===== src/srnv_pkg.sv =====
// constants shared by the reset and nmi vector block
package srnv_pkg;
  localparam logic [15:0] USER_NMI_VECTOR_OFS   = 16'h015A;
  localparam logic [15:0] SYSTEM_NMI_VECTOR_OFS = 16'h015C;
  localparam logic [15:0] RESET_CAUSE_VECTOR_OFS = 16'h015E;
  localparam logic [15:0] MAILBOX_IN_DATA_OFS   = 16'h0190;
  localparam logic [15:0] MAILBOX_OUT_DATA_OFS  = 16'h0192;
  localparam int RST_BITS = 32;
  localparam int NMI_BITS = 16;
  // event bit n carries vector code 2*n
  localparam logic [31:0] RST_VALID_MASK = 32'h0005_FCBE;
  localparam logic [31:0] RST_BOR_MASK   = 32'h0000_00BE;
  localparam logic [31:0] RST_POR_MASK   = 32'h0000_0400;
  localparam logic [31:0] RST_PUC_MASK   = 32'h0005_F800;
  localparam logic [15:0] SNMI_EXT_MASK  = 16'h1206;
  localparam int SNMI_MBOX_IN_BIT  = 10;
  localparam int SNMI_MBOX_OUT_BIT = 11;
  localparam logic [15:0] UNMI_VALID_MASK = 16'h0006;
  localparam logic [15:0] DATA_RESET      = 16'h0000;
endpackage


===== src/srnv_prio.sv =====
// lowest-index pending source and its vector code
`timescale 1ns/1ps
`default_nettype none
module srnv_prio #(
  parameter int N = 32
) (
  input  wire logic [N-1:0] pend_i,
  output logic      [15:0]  code_o,
  output logic      [N-1:0] first_o
);
  // elaboration-time refusal of widths the priority logic cannot serve
  if (N < 2 || N > 128) begin : g_bad_n
    $error("srnv_prio: N out of range");
  end

  function automatic logic [N-1:0] lowest_bit(input logic [N-1:0] v);
    logic [N-1:0] r;
    r = v & (~v + {{(N-1){1'b0}}, 1'b1});
    return r;
  endfunction

  function automatic logic [15:0] code_of(input logic [N-1:0] onehot);
    logic [15:0] c;
    c = 16'h0000;
    for (int i = 1; i < N; i++) begin
      if (onehot[i]) begin
        c = 16'(2 * i);
      end
    end
    return c;
  endfunction

  // bit 0 never pends, so the idle code is zero
  assign first_o = lowest_bit({pend_i[N-1:1], 1'b0});
  assign code_o  = code_of(first_o);
endmodule // srnv_prio
`default_nettype wire


===== src/srnv_top.sv =====
// reset cause and nmi vector registers with debug mailbox
`timescale 1ns/1ps
`default_nettype none
// How it works
// - reset cause vector at 015Eh reads 00h idle, brownout class codes 02h..0Ah and 0Eh.
// - software power-on reset reads 14h, watchdog time-out reads 16h and forces a power-up clear.
// - watchdog, memory controller and power manager key violations read 18h, 1Ah, 20h and force a power-up clear.
// - memory uncorrectable error 1Ch, peripheral fetch 1Eh, loop unlock 24h; other codes reserved.
// - system nmi vector at 015Ch reads 00h idle, 02h for supervisor low-power entry, 04h for memory error.
// - system nmi codes 12h unpopulated access, 14h mailbox input, 16h mailbox output.
// - system nmi code 18h corrected memory error; other codes reserved.
// - user nmi vector at 015Ah reads 00h idle, 02h for nmi pin or supervisor, 04h oscillator fault.
// - the block turns reset causes into brownout, power-on and power-up clear requests, and nmi and mailbox events into nmi requests.
// - a mailbox passes words between the debug link and the application.
module srnv_top (
  input  wire logic        REF_CLK_I,
  input  wire logic        RSTN_I,
  input  wire logic [15:0] ADDR_I,
  input  wire logic        RD_I,
  input  wire logic        WR_I,
  input  wire logic [15:0] WDATA_I,
  output logic      [15:0] RDATA_O,
  input  wire logic [31:0] RST_EVT_I,
  input  wire logic [15:0] SNMI_EVT_I,
  input  wire logic [15:0] UNMI_EVT_I,
  input  wire logic        DBG_WR_I,
  input  wire logic [15:0] DBG_WDATA_I,
  input  wire logic        DBG_RD_I,
  output logic      [15:0] DBG_RDATA_O,
  output logic             BOR_REQ_O,
  output logic             POR_REQ_O,
  output logic             PUC_REQ_O,
  output logic             SYS_NMI_O,
  output logic             USER_NMI_O
);
  localparam int RB = srnv_pkg::RST_BITS;
  localparam int NB = srnv_pkg::NMI_BITS;

  logic [RB-1:0] rst_pend_r;
  logic [RB-1:0] rst_pend_nxt;
  logic [NB-1:0] snmi_pend_r;
  logic [NB-1:0] snmi_pend_nxt;
  logic [NB-1:0] unmi_pend_r;
  logic [NB-1:0] unmi_pend_nxt;
  logic [15:0]   mbox_in_r;
  logic [15:0]   mbox_out_r;
  logic [15:0]   rdata_nxt;

  wire logic [15:0]   rst_code;
  wire logic [15:0]   snmi_code;
  wire logic [15:0]   unmi_code;
  wire logic [RB-1:0] rst_first;
  wire logic [NB-1:0] snmi_first;
  wire logic [NB-1:0] unmi_first;

  wire logic hit_rst  = RD_I && (ADDR_I == srnv_pkg::RESET_CAUSE_VECTOR_OFS);
  wire logic hit_snmi = RD_I && (ADDR_I == srnv_pkg::SYSTEM_NMI_VECTOR_OFS);
  wire logic hit_unmi = RD_I && (ADDR_I == srnv_pkg::USER_NMI_VECTOR_OFS);
  wire logic hit_min  = RD_I && (ADDR_I == srnv_pkg::MAILBOX_IN_DATA_OFS);
  wire logic hit_mout = RD_I && (ADDR_I == srnv_pkg::MAILBOX_OUT_DATA_OFS);
  // only the mailbox output word takes writes
  wire logic wr_mout  = WR_I && (ADDR_I == srnv_pkg::MAILBOX_OUT_DATA_OFS);

  wire logic [RB-1:0] rst_set = RST_EVT_I & srnv_pkg::RST_VALID_MASK;
  wire logic [NB-1:0] mbox_set = (NB'(DBG_WR_I) << srnv_pkg::SNMI_MBOX_IN_BIT)
                               | (NB'(DBG_RD_I) << srnv_pkg::SNMI_MBOX_OUT_BIT);
  wire logic [NB-1:0] snmi_set = (SNMI_EVT_I & srnv_pkg::SNMI_EXT_MASK) | mbox_set;
  wire logic [NB-1:0] unmi_set = UNMI_EVT_I & srnv_pkg::UNMI_VALID_MASK;

  srnv_prio #(.N(RB)) u_rst_prio (
    .pend_i  (rst_pend_r),
    .code_o  (rst_code),
    .first_o (rst_first)
  );
  srnv_prio #(.N(NB)) u_snmi_prio (
    .pend_i  (snmi_pend_r),
    .code_o  (snmi_code),
    .first_o (snmi_first)
  );
  srnv_prio #(.N(NB)) u_unmi_prio (
    .pend_i  (unmi_pend_r),
    .code_o  (unmi_code),
    .first_o (unmi_first)
  );

  assign rst_pend_nxt  = (rst_pend_r & ~(hit_rst ? rst_first : '0)) | rst_set;
  assign snmi_pend_nxt = (snmi_pend_r & ~(hit_snmi ? snmi_first : '0)) | snmi_set;
  assign unmi_pend_nxt = (unmi_pend_r & ~(hit_unmi ? unmi_first : '0)) | unmi_set;

  // vectors read only, unmapped reads zero
  assign rdata_nxt = hit_rst  ? rst_code :
                     hit_snmi ? snmi_code :
                     hit_unmi ? unmi_code :
                     hit_min  ? mbox_in_r :
                     hit_mout ? mbox_out_r : 16'h0000;

  always_ff @(posedge REF_CLK_I or negedge RSTN_I) begin
    if (!RSTN_I) begin
      rst_pend_r  <= '0;
      snmi_pend_r <= '0;
      unmi_pend_r <= '0;
      RDATA_O     <= srnv_pkg::DATA_RESET;
    end else begin
      rst_pend_r  <= rst_pend_nxt;
      snmi_pend_r <= snmi_pend_nxt;
      unmi_pend_r <= unmi_pend_nxt;
      RDATA_O     <= rdata_nxt;
    end
  end

  always_ff @(posedge REF_CLK_I or negedge RSTN_I) begin
    if (!RSTN_I) begin
      mbox_in_r   <= srnv_pkg::DATA_RESET;
      mbox_out_r  <= srnv_pkg::DATA_RESET;
      DBG_RDATA_O <= srnv_pkg::DATA_RESET;
    end else begin
      if (DBG_WR_I) begin
        mbox_in_r <= DBG_WDATA_I;
      end
      if (wr_mout) begin
        mbox_out_r <= WDATA_I;
      end
      if (DBG_RD_I) begin
        DBG_RDATA_O <= mbox_out_r;
      end
    end
  end

  // memory and loop faults give clear
  always_ff @(posedge REF_CLK_I or negedge RSTN_I) begin
    if (!RSTN_I) begin
      BOR_REQ_O  <= 1'b0;
      POR_REQ_O  <= 1'b0;
      PUC_REQ_O  <= 1'b0;
      SYS_NMI_O  <= 1'b0;
      USER_NMI_O <= 1'b0;
    end else begin
      BOR_REQ_O  <= |(rst_set & srnv_pkg::RST_BOR_MASK);
      POR_REQ_O  <= |(rst_set & srnv_pkg::RST_POR_MASK);
      PUC_REQ_O  <= |(rst_set & srnv_pkg::RST_PUC_MASK);
      SYS_NMI_O  <= |snmi_pend_nxt;
      USER_NMI_O <= |unmi_pend_nxt;
    end
  end
endmodule // srnv_top
`default_nettype wire


===== config.mk =====
export PLATFORM = sky130hd
export DESIGN_NAME = srnv_top
export DESIGN_NICKNAME = d
export VERILOG_FILES = /design/src/srnv_pkg.sv /design/src/srnv_prio.sv /design/src/srnv_top.sv
export SDC_FILE = /design/constraint.sdc
export NUM_CORES = 1
export LEC_CHECK = 0
export ABC_AREA = 1
export ABC_CLOCK_PERIOD_IN_PS = 4600
export BUFFER_PORTS_ARGS = -buffer_cell sky130_fd_sc_hd__buf_2
export CAP_MARGIN = 20
export CORE_ASPECT_RATIO = 0.6
export CORE_MARGIN = 3
export CORE_UTILIZATION = 58
export CTS_CLUSTER_SIZE = 8
export DETAILED_ROUTE_END_ITERATION = 12
export GPL_ROUTABILITY_DRIVEN = 0
export PLACE_DENSITY_LB_ADDON = 0.1
export SYNTH_ARGS = -nofsm -noshare
export SYNTH_HDL_FRONTEND = slang
export SYNTH_SLANG_ARGS = --single-unit

===== constraint.sdc =====
create_clock -name REF_CLK_I -period 4.6 [get_ports REF_CLK_I]
set_input_delay 0.23 -clock REF_CLK_I [delete_from_list [all_inputs] [get_ports REF_CLK_I]]
set_output_delay 0.23 -clock REF_CLK_I [all_outputs]
set_load 0.005 [all_outputs]

# Word level (Yosys, flattened, before mapping)
# Index checks and enable logic that the tools add are counted.
word_totals:
  regBits: 133
  latchBits: 0
  mem_bits_rw: 0
  rom_bits: 0
  elab_cells: 116
  n_memories: 0
op_classes:
  n_addsub: 3
  mul: 0
  div: 0
  order_cmp: 0
  n_eq_ne: 5
  shifts: 0
  n_mux: 69
  bitwise: 17
  reduce_logical: 10
ops:
  columns: ["operator", "count"]
  rows:
  - ["two-way mux 5 bit", 24]
  - ["two-way mux 16 bit", 7]
  - ["two-way mux 6 bit", 16]
  - ["equality test 16 x 9 -> 1 bit, second input constant", 5]
  - ["AND 16 bit", 4]
  - ["AND 32 bit", 2]
  - ["inverter 16 bit", 4]
  - ["inverter 32 bit", 2]
  - ["two-way mux 4 bit", 12]
  - ["adder 16 x 1 -> 16 bit, second input constant", 2]
  - ["adder 32 x 1 -> 32 bit, second input constant", 1]
  - ["two-way mux 32 bit", 1]
  - ["OR 32 x 19 -> 32 bit", 1]
  - ["OR reduction 16 bit", 2]
  - ["two-way mux 3 bit", 6]
  - ["OR 16 x 13 -> 16 bit", 1]
  - ["OR 16 x 3 -> 16 bit", 1]
  - ["OR 13 x 12 -> 13 bit", 1]
  - ["OR 11 x 12 -> 12 bit", 1]
  - ["OR reduction 7 bit", 1]
  - ["logical AND 1 bit", 6]
  - ["two-way mux 2 bit", 3]
  - ["OR reduction 6 bit", 1]

# Depth between registers and ports, before layout
# Gate-level depths: netlist (run 1).
depth:
  word_depth: 35
  depth_mapped: 14
  ltp_nobuf: 14

# Cells and area by module
# Synthesis (run 1) repeated with hierarchy kept, for this count alone.
hier_totals:
  hier_cells: 1033
  hier_area_um2: 7822.5
by_module_without_submodules:
  columns: ["mod", "instances", "cells_each", "area_each_um2", "seq_area_each_um2"]
  rows:
  - ["srnv_top", 1, 659, 5959.5, 3328.2]
  - ["srnv_prio at u_snmi_prio ...", 2, 96, 488.0, 0.0]
  - ["srnv_prio at u_rst_prio", 1, 182, 887.1, 0.0]

# Worst setup path before layout (run 1)
# No wires, ideal clock.
synth_timing:
  path_kind: "reg2reg"
  from: "reg snmi_pend_r[1]"
  to: "reg SYS_NMI_O"
  t_arrival_ns: 1.498
  setup_slack_ns: 2.984
  stages_incl_launch_ff: 15
  path_buffers: 0
  synth_period_minus_slack_ns: 1.616
  path_cell_list: "dfrtp_1 -> nor2_2 -> nand2_1 -> inv_2 -> nand2_2 -> nor2_4 -> nand2_2 -> nor2_2 -> nand2_1 -> a21oi_1 -> inv_1 -> nor2_1 -> nand2_1 -> nor2_1 -> nand2_1"
synth_between:
  elab_chain_len: 8
synth_rtl:
  columns: ["element", "line_no", "text"]
  rows:
  - ["start: declaration", "srnv_top.sv:41", "logic [NB-1:0] snmi_pend_r;"]
  - ["start signal: assignment", "srnv_top.sv:105", "snmi_pend_r <= snmi_pend_nxt;"]
  - ["inverter 16 bit", "srnv_prio.sv:18", "r = v & (~v + {{(N-1){1'b0}}, 1'b1});"]
  - ["adder 16 x 1 -> 16 bit", "srnv_prio.sv:18", null]
  - ["AND 16 bit", "srnv_prio.sv:18", null]
  - ["two-way mux 16 bit", "srnv_top.sv:87", "assign snmi_pend_nxt = (snmi_pend_r & ~(hit_snmi ? snmi_first : '0)) | snmi_set;"]
  - ["inverter 16 bit", "srnv_top.sv:87", null]
  - ["AND 16 bit", "srnv_top.sv:87", null]
  - ["OR 16 x 13 -> 16 bit", "srnv_top.sv:87", null]
  - ["via snmi_pend_nxt[11]", "srnv_top.sv:42", "logic [NB-1:0] snmi_pend_nxt;"]
  - ["OR reduction 16 bit", "srnv_top.sv:141", "SYS_NMI_O <= |snmi_pend_nxt;"]
  - ["end signal: assignment", "srnv_top.sv:141", null]
  - ["end: declaration", "srnv_top.sv:33", "output logic SYS_NMI_O,"]
# The timed path passes the listed nets, and every way through them passes these cells.
# A chain may end at the register's enable or synchronous reset.

# Worst setup path after layout (run 1)
layout_timing:
  from: "in ADDR_I[8]"
  to: "reg RDATA_O[2]"
layout_between:
  elab_chain_len: 7
  elab_cells_between_ends: 15
layout_rtl:
  columns: ["element", "line_no", "text"]
  rows:
  - ["start: declaration", "srnv_top.sv:18", "input wire logic [15:0] ADDR_I,"]
  - ["equality test 16 x 9 -> 1 bit", "srnv_top.sv:60", "wire logic hit_mout = RD_I && (ADDR_I == srnv_pkg::MAILBOX_OUT_DATA_OFS);"]
  - ["logical AND 1 bit", "srnv_top.sv:60", null]
  - ["two-way mux 16 bit", "srnv_top.sv:95", "hit_mout ? mbox_out_r : 16'h0000;"]
  - ["two-way mux 16 bit", "srnv_top.sv:94", "hit_min ? mbox_in_r :"]
  - ["two-way mux 16 bit", "srnv_top.sv:93", "hit_unmi ? unmi_code :"]
  - ["two-way mux 16 bit", "srnv_top.sv:92", "hit_snmi ? snmi_code :"]
  - ["two-way mux 16 bit *", "srnv_top.sv:91", "assign rdata_nxt = hit_rst ? rst_code :"]
  - ["via rdata_nxt[2]", "srnv_top.sv:47", "logic [15:0] rdata_nxt;"]
  - ["end signal: assignment", "srnv_top.sv:102", "RDATA_O <= srnv_pkg::DATA_RESET;"]
  - ["end signal: assignment", "srnv_top.sv:107", "RDATA_O <= rdata_nxt;"]
  - ["end: declaration", "srnv_top.sv:22", "output logic [15:0] RDATA_O,"]
# The timed path passes the listed nets; every way through them passes the cells marked *.

==> results of run 1 <==
## kinds of logic (layout without fill, tap and decap cells)
kind of cell | after synthesis | count (layout)
and+or+nand+nor | 367 | 367
DFF | 130 | 130
buffers and inverters | 127 | 260
AOI/OAI and AO/OA | 105 | 105
muxes | 32 | 32
## power by group
group	total, W	internal [W]	switching, W
clock network	0.00130	0.000758	0.000540
registers	0.00116	0.00116	0.00000659
logic	0.0000979	0.0000374	0.0000605
## through the flow
stage / worst slack, ns / std cells / hold slack [ns] / cell area, um2 / util [%]
2_1_floorplan: 2.98 / 761 / -0.0656 / 6400 / -
3_3_place_gp: 2.09 / 999 / 0.356 / 7080 / 66.3
3_5_place_dp: 2.09 / 999 / 0.357 / 7080 / 66.3
4_1_cts: 2.51 / 1033 / 0.00164 / 7670 / 71.9
5_1_grt: 2.23 / 1033 / 0.0113 / 7670 / 71.9
6_report: 2.46 / 1033 / 0.00973 / 7670 / 71.9
## layout by cell type (no fill, tap or decap), types with 2 or more instances in the layout
cell type / instances
buf_4: 3
clkinvlp_4: 2
a21oi_1: 35
nor2_1: 93
dlygate4sd3_1: 2
inv_2: 8
nor2_2: 12
dfrtp_1: 130
nor3_1: 12
o21ai_0: 43
a21boi_0: 2
nor4_1: 7
mux2_2: 32
clkinv_2: 2
o21ai_1: 5
nand2_1: 155
o21bai_1: 11
nor2_4: 4
inv_1: 106
nand3_1: 41
clkinv_4: 2
clkbuf_16: 17
nand3_2: 4
o211ai_1: 2
nand4_1: 23
buf_2: 109
inv_6: 7
nand2_2: 6
## metal layers
layer  vias to the layer above  global-route usage [%]  routed length, um
li1                       2714                       -                  -
met2                       209                    39.7               6980
met1                      2619                    38.1               7170
met4                         0                    6.88                161
met3                        18                    7.30               1200
met5                         -                       0                  0
## sequential cells by signal, indices dropped and copies added (netlist names)
name         flops
BOR_REQ_O        1
USER_NMI_O       1
PUC_REQ_O        1
POR_REQ_O        1
DBG_RDATA_O     16
unmi_pend_r     15
SYS_NMI_O        1
mbox_in_r       16
rst_pend_r      31
mbox_out_r      16
snmi_pend_r     15
RDATA_O         16
## path summary, 6_finish.rpt
check / endpoint / slack, ns / cells after the start
min in group asynchronous: rst_pend_r[3]$_DFF_PN0_ / 0.47 / 2
setup / recovery: RDATA_O[2]$_DFF_PN0_ / 2.46 / 12
hold reg to reg: mbox_in_r[11]$_DFFE_PN0P_ / 0.47 / 2
setup reg to reg: RDATA_O[5]$_DFF_PN0_ / 2.56 / 11
hold / removal: mbox_in_r[11]$_DFFE_PN0P_ / 0.01 / 3
max in group asynchronous: mbox_in_r[12]$_DFFE_PN0P_ / 3.15 / 3
## worst min-delay path, delay by kind of cell
kind                   cells  cell delay (ns)
AND/OR/NAND/NOR            2             0.09
buffers and inverters      1             0.08
## area by class of cell
class	count	share of cell area (%)
clock inverters	15	1.89
inverters	114	5.58
flip-flops and latches	130	42.4
well taps	139	2.27
repair buffers	114	7.67
clock buffers	17	5.55
multi-input cells	504	34.6
## timing repair
item | CTS | global route
hold endpoints to repair | 68 | 0
setup endpoints to repair | 0 | 0
hold buffers | 2 | 0
==> out/qor.yml, run 1 <==
slew_violations: 0
max-cap-violations: 0
rsz0062_at_grt: "no"
min_from: "DBG_WDATA_I[11]"
gr-total-overflow: 0
numPortBuffers: 110
dieHeight_um: 87.4
core_um2: 10700
drt-initial-drc-count: 464
synth_simple_gate_area_share_pct: 26.6
die_x_um: 142
synth_top_area_share_pct: 50.8
yosysWarningCount: 0
muxShareOfSynthArea_pct: 5.63
cp_num_buf_inv: 3
fill_cells: 834
cts_buffers: 17
grt_use_total_pct: 26.4
via_per_inst: 5.38
layout.nets: 999
dieArea_um2: 12400
post-synth-top-area-cell: "dfrtp_1"
postSynthAreaPerCell_um2: 8.42
slew_headroom_pct: 40.1
cp_common_cell: "nor2_1"
antenna_found_initial: 0
ctsResizeCount: 0
p_leak_nw: 4.14
irDropWorstVdd_mv: 0.258
yosysSeqAreaShare_pct: 50.8
max_stage_delay_ns: 0.68
synth-xor-area-share_pct: 0
synth_cells: 761
finalSetupViolations: 0
timing.rr.start: "rst_pend_r[11]$_DFF_PN0_"
dpl.hpwl_um: 11200
clk_latency_ns: 0.42
hp-class: "in -> reg"
worstMarginPinSlew_ns: 0.899
cts.sinks: 130
root_buffer: "clkbuf_16"
worstPathMaxFanout: 11
synthFlopType: "dfrtp_1"
wl_um: 15500
grt_pass1_vias: 5335
cts_htree_levels: 4
crit_required_ns: 4.89
yosysMostFrequentCell: "nand2_1"
start_kind: "input port"
crit_arrival_ns: 2.43
seqCellArea_um2: 3250
status: "finished, final reports clean"
syn_area_um2: 6400
synth_cell_types: 41
ant_nets: 0
synth_area_leaders: "dfrtp_1, nand2_1, inv_1, mux2_2, nor2_1"
min_period_ns: 2.14
grt_pass1_wl_um: 25800
tritoncts: "yes"
clock.fmax_ghz: 0.467
ys_ff_latch: 130
synth_edf_count: 0
layout-drive-gt1-share_pct: 24.4
crit_family: "simple AND/OR/NAND/NOR gates"
synthAdderAreaFrac_pct: 0
synth_common_cells: "nand2_1, dfrtp_1, inv_1"
fin_skew_ns: 0.0109
finalHoldViolCount: 0
async_reset_ff_share_pct: 100
synth_top_family_by_area: "simple AND/OR/NAND/NOR gates"
crit_path_end_kind: "register"
synth_nets: 879
rows: 29
syn_to_final_growth_pct: 19.7
total_power_w: 0.00256
crit_chain: "buf_2, inv_1, nor2_1, nand2_1, nor2_8, nand2_2, nor2_1, inv_2, nor2_1, nand2_1, nor3_1, nor2_1"
wl_per_cell_um: 15.0
startpoint: "ADDR_I[8]"
synth_compound_area_share_pct: 9.16
critical_path_class: "in -> reg"
period_share_pct: 46.5
cts_buffer_depth: 2
dr.pass1.iters: 7
grt_max_degree: 70
drc_errors: 0
slowest_stage: "nor2_1"
clk_pin_slew_ns: 0.07
setup-tns-final_ns: 0
multi_input_area_um2: 2650
cts_setup_buffers: 0
vias: 5560
diodes: 0
ios: 155
start_util_pct: 60.0
power.density_nw_per_um2: 334
Power figures use the tool's default switching activity.
==> run 2: changes to the inputs <==
--- a/config.mk
+++ b/config.mk
@@ -6,12 +6,12 @@
 export NUM_CORES = 1
 export LEC_CHECK = 0
 export ABC_AREA = 1
-export ABC_CLOCK_PERIOD_IN_PS = 4600
+export ABC_CLOCK_PERIOD_IN_PS = 1900
 export BUFFER_PORTS_ARGS = -buffer_cell sky130_fd_sc_hd__buf_2
 export CAP_MARGIN = 20
 export CORE_ASPECT_RATIO = 0.6
 export CORE_MARGIN = 3
-export CORE_UTILIZATION = 58
+export CORE_UTILIZATION = 49
 export CTS_CLUSTER_SIZE = 8
 export DETAILED_ROUTE_END_ITERATION = 12
 export GPL_ROUTABILITY_DRIVEN = 0
==> constraint.sdc (replaced) <==
create_clock -name REF_CLK_I -period 1.9 [get_ports REF_CLK_I]
set_input_delay 0.095 -clock REF_CLK_I [delete_from_list [all_inputs] [get_ports REF_CLK_I]]
set_output_delay 0.095 -clock REF_CLK_I [all_outputs]
set_load 0.005 [all_outputs]
==> out/qor.yml, run 2 (same netlist as run 1, synthesis figures left out) <==
status: "finished, final reports clean"
dp_slack_ns: -0.0852
slowest_stage: "dfrtp_1"
grt_use_total_pct: 24.1
total_power_w: 0.00625
max_stage_delay_ns: 0.40
grt_max_degree: 61
ios: 155
clk_pin_slew_ns: 0.06
met3_usage_pct: 5.17
crit_path_end_kind: "register"
dr.pass1.iters: 5
min_period_ns: 1.84
layout-drive-gt1-share_pct: 28.0
grt_pass1_vias: 5714
period_share_pct: 96.7
antenna_found_initial: 0
ant_nets: 0
reg2reg_depth: 14
start_util_pct: 51.6
cts_buffer_depth: 2
final_cell_mix: "nand2_1, dfrtp_1, buf_2"
cp.depth: 14
cts_buffers: 17
worst_slack_ns: 0.0618
critical_path_class: "reg -> reg"
irDropWorstVdd_mv: 0.601
crit_arrival_ns: 2.14
cts_htree_levels: 4
regMostFlops: "rst_pend_r"
die_x_um: 154
fin_skew_ns: 0.0112
crit_family: "simple AND/OR/NAND/NOR gates"
slew_violations: 0
largest_reg_flops: 31
layout.nets: 1079
hold_depth: 3
grt_pass1_wl_um: 28000
syn_to_final_growth_pct: 34.6
finalHoldViolCount: 0
hp-class: "in -> reg"
p_leak_nw: 4.52
dieHeight_um: 94.6
dieArea_um2: 14500
max-cap-violations: 0
wl_um: 17200
gr-usage-met2_pct: 38.1
clk_latency_ns: 0.42
drc_errors: 0
power.density_nw_per_um2: 724
finalSetupViolations: 0
worstPathMaxFanout: 4
slew_headroom_pct: 38.7
drt-initial-drc-count: 406
wl_per_cell_um: 15.1
rsz0062_at_grt: "yes"
crit_chain: "nor2_4, nand2_2, inv_2, nand2_4, nor2_4, nand2_4, nor2_4, nand2_2, o21ai_2, nand2_1, nor2_1, nand2_1, nor2_1, nand2_1"
core_um2: 12400
dpl.hpwl_um: 11900
vias: 5936
worstMarginPinSlew_ns: 0.919
rows: 31
gr-max-usage-layer: "met2"
gr-total-overflow: 0
tritoncts: "yes"
clock.fmax_ghz: 0.544
via_per_inst: 5.21
crit_required_ns: 2.20
cp_num_buf_inv: 1
cts.sinks: 130
numPortBuffers: 110
final_common_cell: "nand2_1"
root_buffer: "clkbuf_16"
start_kind: "register"
grtUsageMet1_pct: 33.7
==> run 2: routing by layer <==
metal | up-vias | share of wire [%]
met5 | - | 0
met4 | 0 | 1.2
met3 | 20 | 5.4
met2 | 187 | 47
met1 | 2846 | 47
li1 | 2883 | -
==> run 2: worst min-delay path, delay by kind of cell <==
family          cells  cell delay, ns
simple gates        1            0.06
compound gates      1            0.15
buf+inv             1            0.13
==> run 2: layout make-up <==
class / count / area, um2
diodes: 1 / 2.50
clock buffers: 18 / 429
clock inverters: 13 / 128
fillers: 1010 / 3790
inverters: 114 / 428
multi-input cells: 504 / 2830
flip-flops and latches: 130 / 3260
well taps: 165 / 206
repair buffers: 194 / 1340
==> run 2: repair_timing <==
action,4_1_cts,5_1_grt
gates resized for setup,8,41
pin swaps,0,17
hold buffers,54,0
setup endpoints to repair,5,14
setup buffers,0,9
endpoints found under the hold margin,185,0
==> run 2: worst paths after layout <==
kind / start / end / slack (ns)
setup / recovery: snmi_pend_r[1]$_DFF_PN0_ / SYS_NMI_O$_DFF_PN0_ / 0.06
hold / removal: ADDR_I[1] / snmi_pend_r[1]$_DFF_PN0_ / 0.08
setup reg to reg: snmi_pend_r[1]$_DFF_PN0_ / SYS_NMI_O$_DFF_PN0_ / 0.06
hold reg to reg: mbox_in_r[6]$_DFFE_PN0P_ / mbox_in_r[6]$_DFFE_PN0P_ / 0.47
max in group asynchronous: RSTN_I / mbox_in_r[9]$_DFFE_PN0P_ / 1.19
min in group asynchronous: RSTN_I / snmi_pend_r[5]$_DFF_PN0_ / 0.11
==> run 2: report_power, final <==
part / internal [W] / total (W) / switching [W]
registers: 0.00280 / 0.00282 / 0.0000147
clock network: 0.00181 / 0.00310 / 0.00128
logic: 0.000167 / 0.000332 / 0.000165
total: 0.00478 / 0.00625 / 0.00146
==> run 2: metrics by stage <==
stage	hold WS, ns	instance area (um2)	setup TNS, ns	utilization (%)	instances
final	0.0762	8620	0	69.5	1139
after global placement	-0.0140	7280	-0.00564	58.6	1044
after detailed placement	-0.00536	7280	-0.0852	58.6	1044
after CTS	0.0580	8400	0	67.6	1129
after floorplan	-0.201	6400	0	-	761
after global routing	0.0924	8620	-0.166	69.4	1138
==> run 3: changes to the inputs <==
--- a/config.mk
+++ b/config.mk
@@ -11,7 +11,8 @@
 export CAP_MARGIN = 20
 export CORE_ASPECT_RATIO = 0.6
 export CORE_MARGIN = 3
-export CORE_UTILIZATION = 49
+export CORE_UTILIZATION = 50
+export CTS_BUF_LIST = sky130_fd_sc_hd__clkbuf_8
 export CTS_CLUSTER_SIZE = 8
 export DETAILED_ROUTE_END_ITERATION = 12
 export GPL_ROUTABILITY_DRIVEN = 0
==> out/qor.yml, run 3 (same netlist as run 1, synthesis figures left out) <==
drc_errors: 0
p_comb_share_pct: 6.3
slew_violations: 0
final_cell_mix: "nand2_1, dfrtp_1, buf_2"
slew_headroom_pct: 42.9
ios: 155
period_share_pct: 99.5
tritoncts: "yes"
worst_slack_ns: 0.00960
seqCellArea_um2: 3250
seq_power_share_pct: 54.0
design_area_um2: 8370
rows: 31
die_x_um: 152
dr.pass1.iters: 5
finalSetupViolations: 0
core_um2: 12300
final_common_cell: "nand2_1"
syn_to_final_growth_pct: 30.7
cts_buffer_depth: 2
crit_required_ns: 2.23
gr-total-overflow: 0
largest_reg_flops: 31
start_util_pct: 52.1
cts_htree_levels: 4
grt_use_total_pct: 23.1
p_leak_nw: 4.42
placed_cell_area_um2: 7280
worstPathMaxFanout: 5
rrSetupSlack_ns: 0.01
diodes: 0
wl_per_cell_um: 14.4
via_per_inst: 5.09
power.density_nw_per_um2: 622
p_sw_share_pct: 25.5
clk_latency_ns: 0.44
startpoint: "snmi_pend_r[1]$_DFF_PN0_"
multi_input_area_um2: 2810
min_from: "DBG_WR_I"
grt_max_degree: 50
fill_cells: 1002
root_buffer: "clkbuf_8"
layout-drive-gt1-share_pct: 28.4
fin_skew_ns: 0.00908
ant_nets: 0
vias: 5790
regMostFlops: "rst_pend_r"
timing.rr.start: "snmi_pend_r[1]$_DFF_PN0_"
cts_buffers: 17
finalHoldViolCount: 0
critical_path_class: "reg -> reg"
grt_pass1_vias: 5411
layout.nets: 1077
irDropWorstVdd_mv: 0.466
wl_um: 16400
hold_slack_ns: 0.0439
numPortBuffers: 110
grt_pass1_wl_um: 26400
antenna_found_initial: 0
dpl.hpwl_um: 11800
cell_internal_pwr_w: 0.00388
clock.fmax_ghz: 0.529
power_switching_w: 0.00133
crit_path_end_kind: "register"
dieHeight_um: 93.7
cts.sinks: 130
worstMarginPinSlew_ns: 0.857
dp_slack_ns: -0.0162
hp-class: "in -> reg"
status: "finished, final reports clean"
max-cap-violations: 0
dieArea_um2: 14200
clk_pin_slew_ns: 0.08
clkPwrFrac_pct: 39.7
start_kind: "register"
crit_arrival_ns: 2.22
min_period_ns: 1.89
drt-initial-drc-count: 298
rsz0062_at_grt: "yes"
==> run 3: cell count changes in the layout (fill, tap and decap cells not counted), moves of 4 or more <==
cell       delta
nor2_1        -4
inv_2         +4
clkbuf_16    -17
nor2_4        -6
nor2_2       +10
clkbuf_8     +17
==> run 3: worst paths after layout <==
path,endpoint,depth (start not counted)
worst max-delay path,SYS_NMI_O$_DFF_PN0_,13
worst min-delay path,mbox_in_r[1]$_DFFE_PN0P_,3
worst max register to register,SYS_NMI_O$_DFF_PN0_,13
worst min register to register,mbox_in_r[10]$_DFFE_PN0P_,2
max in group asynchronous,rst_pend_r[12]$_DFF_PN0_,3
min in group asynchronous,snmi_pend_r[5]$_DFF_PN0_,2
==> run 3: area by class of cell <==
type                    count  area share [%]
clock buffers              17            2.80
clock inverters            15            1.35
inverters                 114            5.11
multi-input cells         504            33.5
flip-flops and latches    130            38.9
well taps                 165            2.47
repair buffers            192            15.9
==> run 3: through the flow <==
| step | total power [W] | std cells | util (%) | setup TNS [ns] |
|---|---|---|---|---|
| 5_1_grt | 0.00541 | 1137 | 68.1 | -0.334 |
| 3_5_place_dp | 0.00311 | 1044 | 59.2 | -0.0434 |
| 2_1_floorplan | 0.00294 | 761 | - | 0 |
| 4_1_cts | 0.00526 | 1130 | 66.5 | -0.000175 |
| 3_3_place_gp | 0.00311 | 1044 | 59.2 | 0 |
| 6_report | 0.00520 | 1137 | 68.1 | 0 |
==> run 3: worst max-delay path, stage by stage (launching register included) <==
cell and delay (ns):
dfrtp_1 0.42, nor2_4 0.13, nand2_2 0.08, inv_2 0.08, nand2_4 0.05, nor2_4 0.14
nand2_4 0.09, nor2_4 0.13, buf_4 0.12, nand3_2 0.11, o21ai_1 0.18, nand3_1 0.09
nor2_1 0.10, nand2_1 0.06
==> run 3: what timing repair did <==
| action | 4_1_cts | 5_1_grt |
|---|---|---|
| setup buffers | 0 | 7 |
| gates resized for setup | 5 | 44 |
| endpoints found under the setup margin | 5 | 8 |
| hold buffers | 54 | 0 |
| pin swaps | 0 | 17 |
| endpoints found under the hold margin | 185 | 0 |
==> run 3: power groups by stage <==
stage               logic [W]  registers (W)  clock network, W
floorplan           0.0000767        0.00286                 0
global placement     0.000241        0.00286                 0
detailed placement   0.000247        0.00287                 0
CTS                  0.000332        0.00281           0.00212
global route         0.000367        0.00281           0.00222
finish               0.000328        0.00281           0.00206
==> run 3: metal layers <==
metal  track usage, %  vias up  wire (um)  part of all wire [%]
li1                 -     2859          -                     -
met1             33.7     2754       7940                    48
met2             35.0      156       7420                    45
met3             5.38       21        877                   5.3
met4             6.21        0        198                   1.2
met5                0        -          0                     0
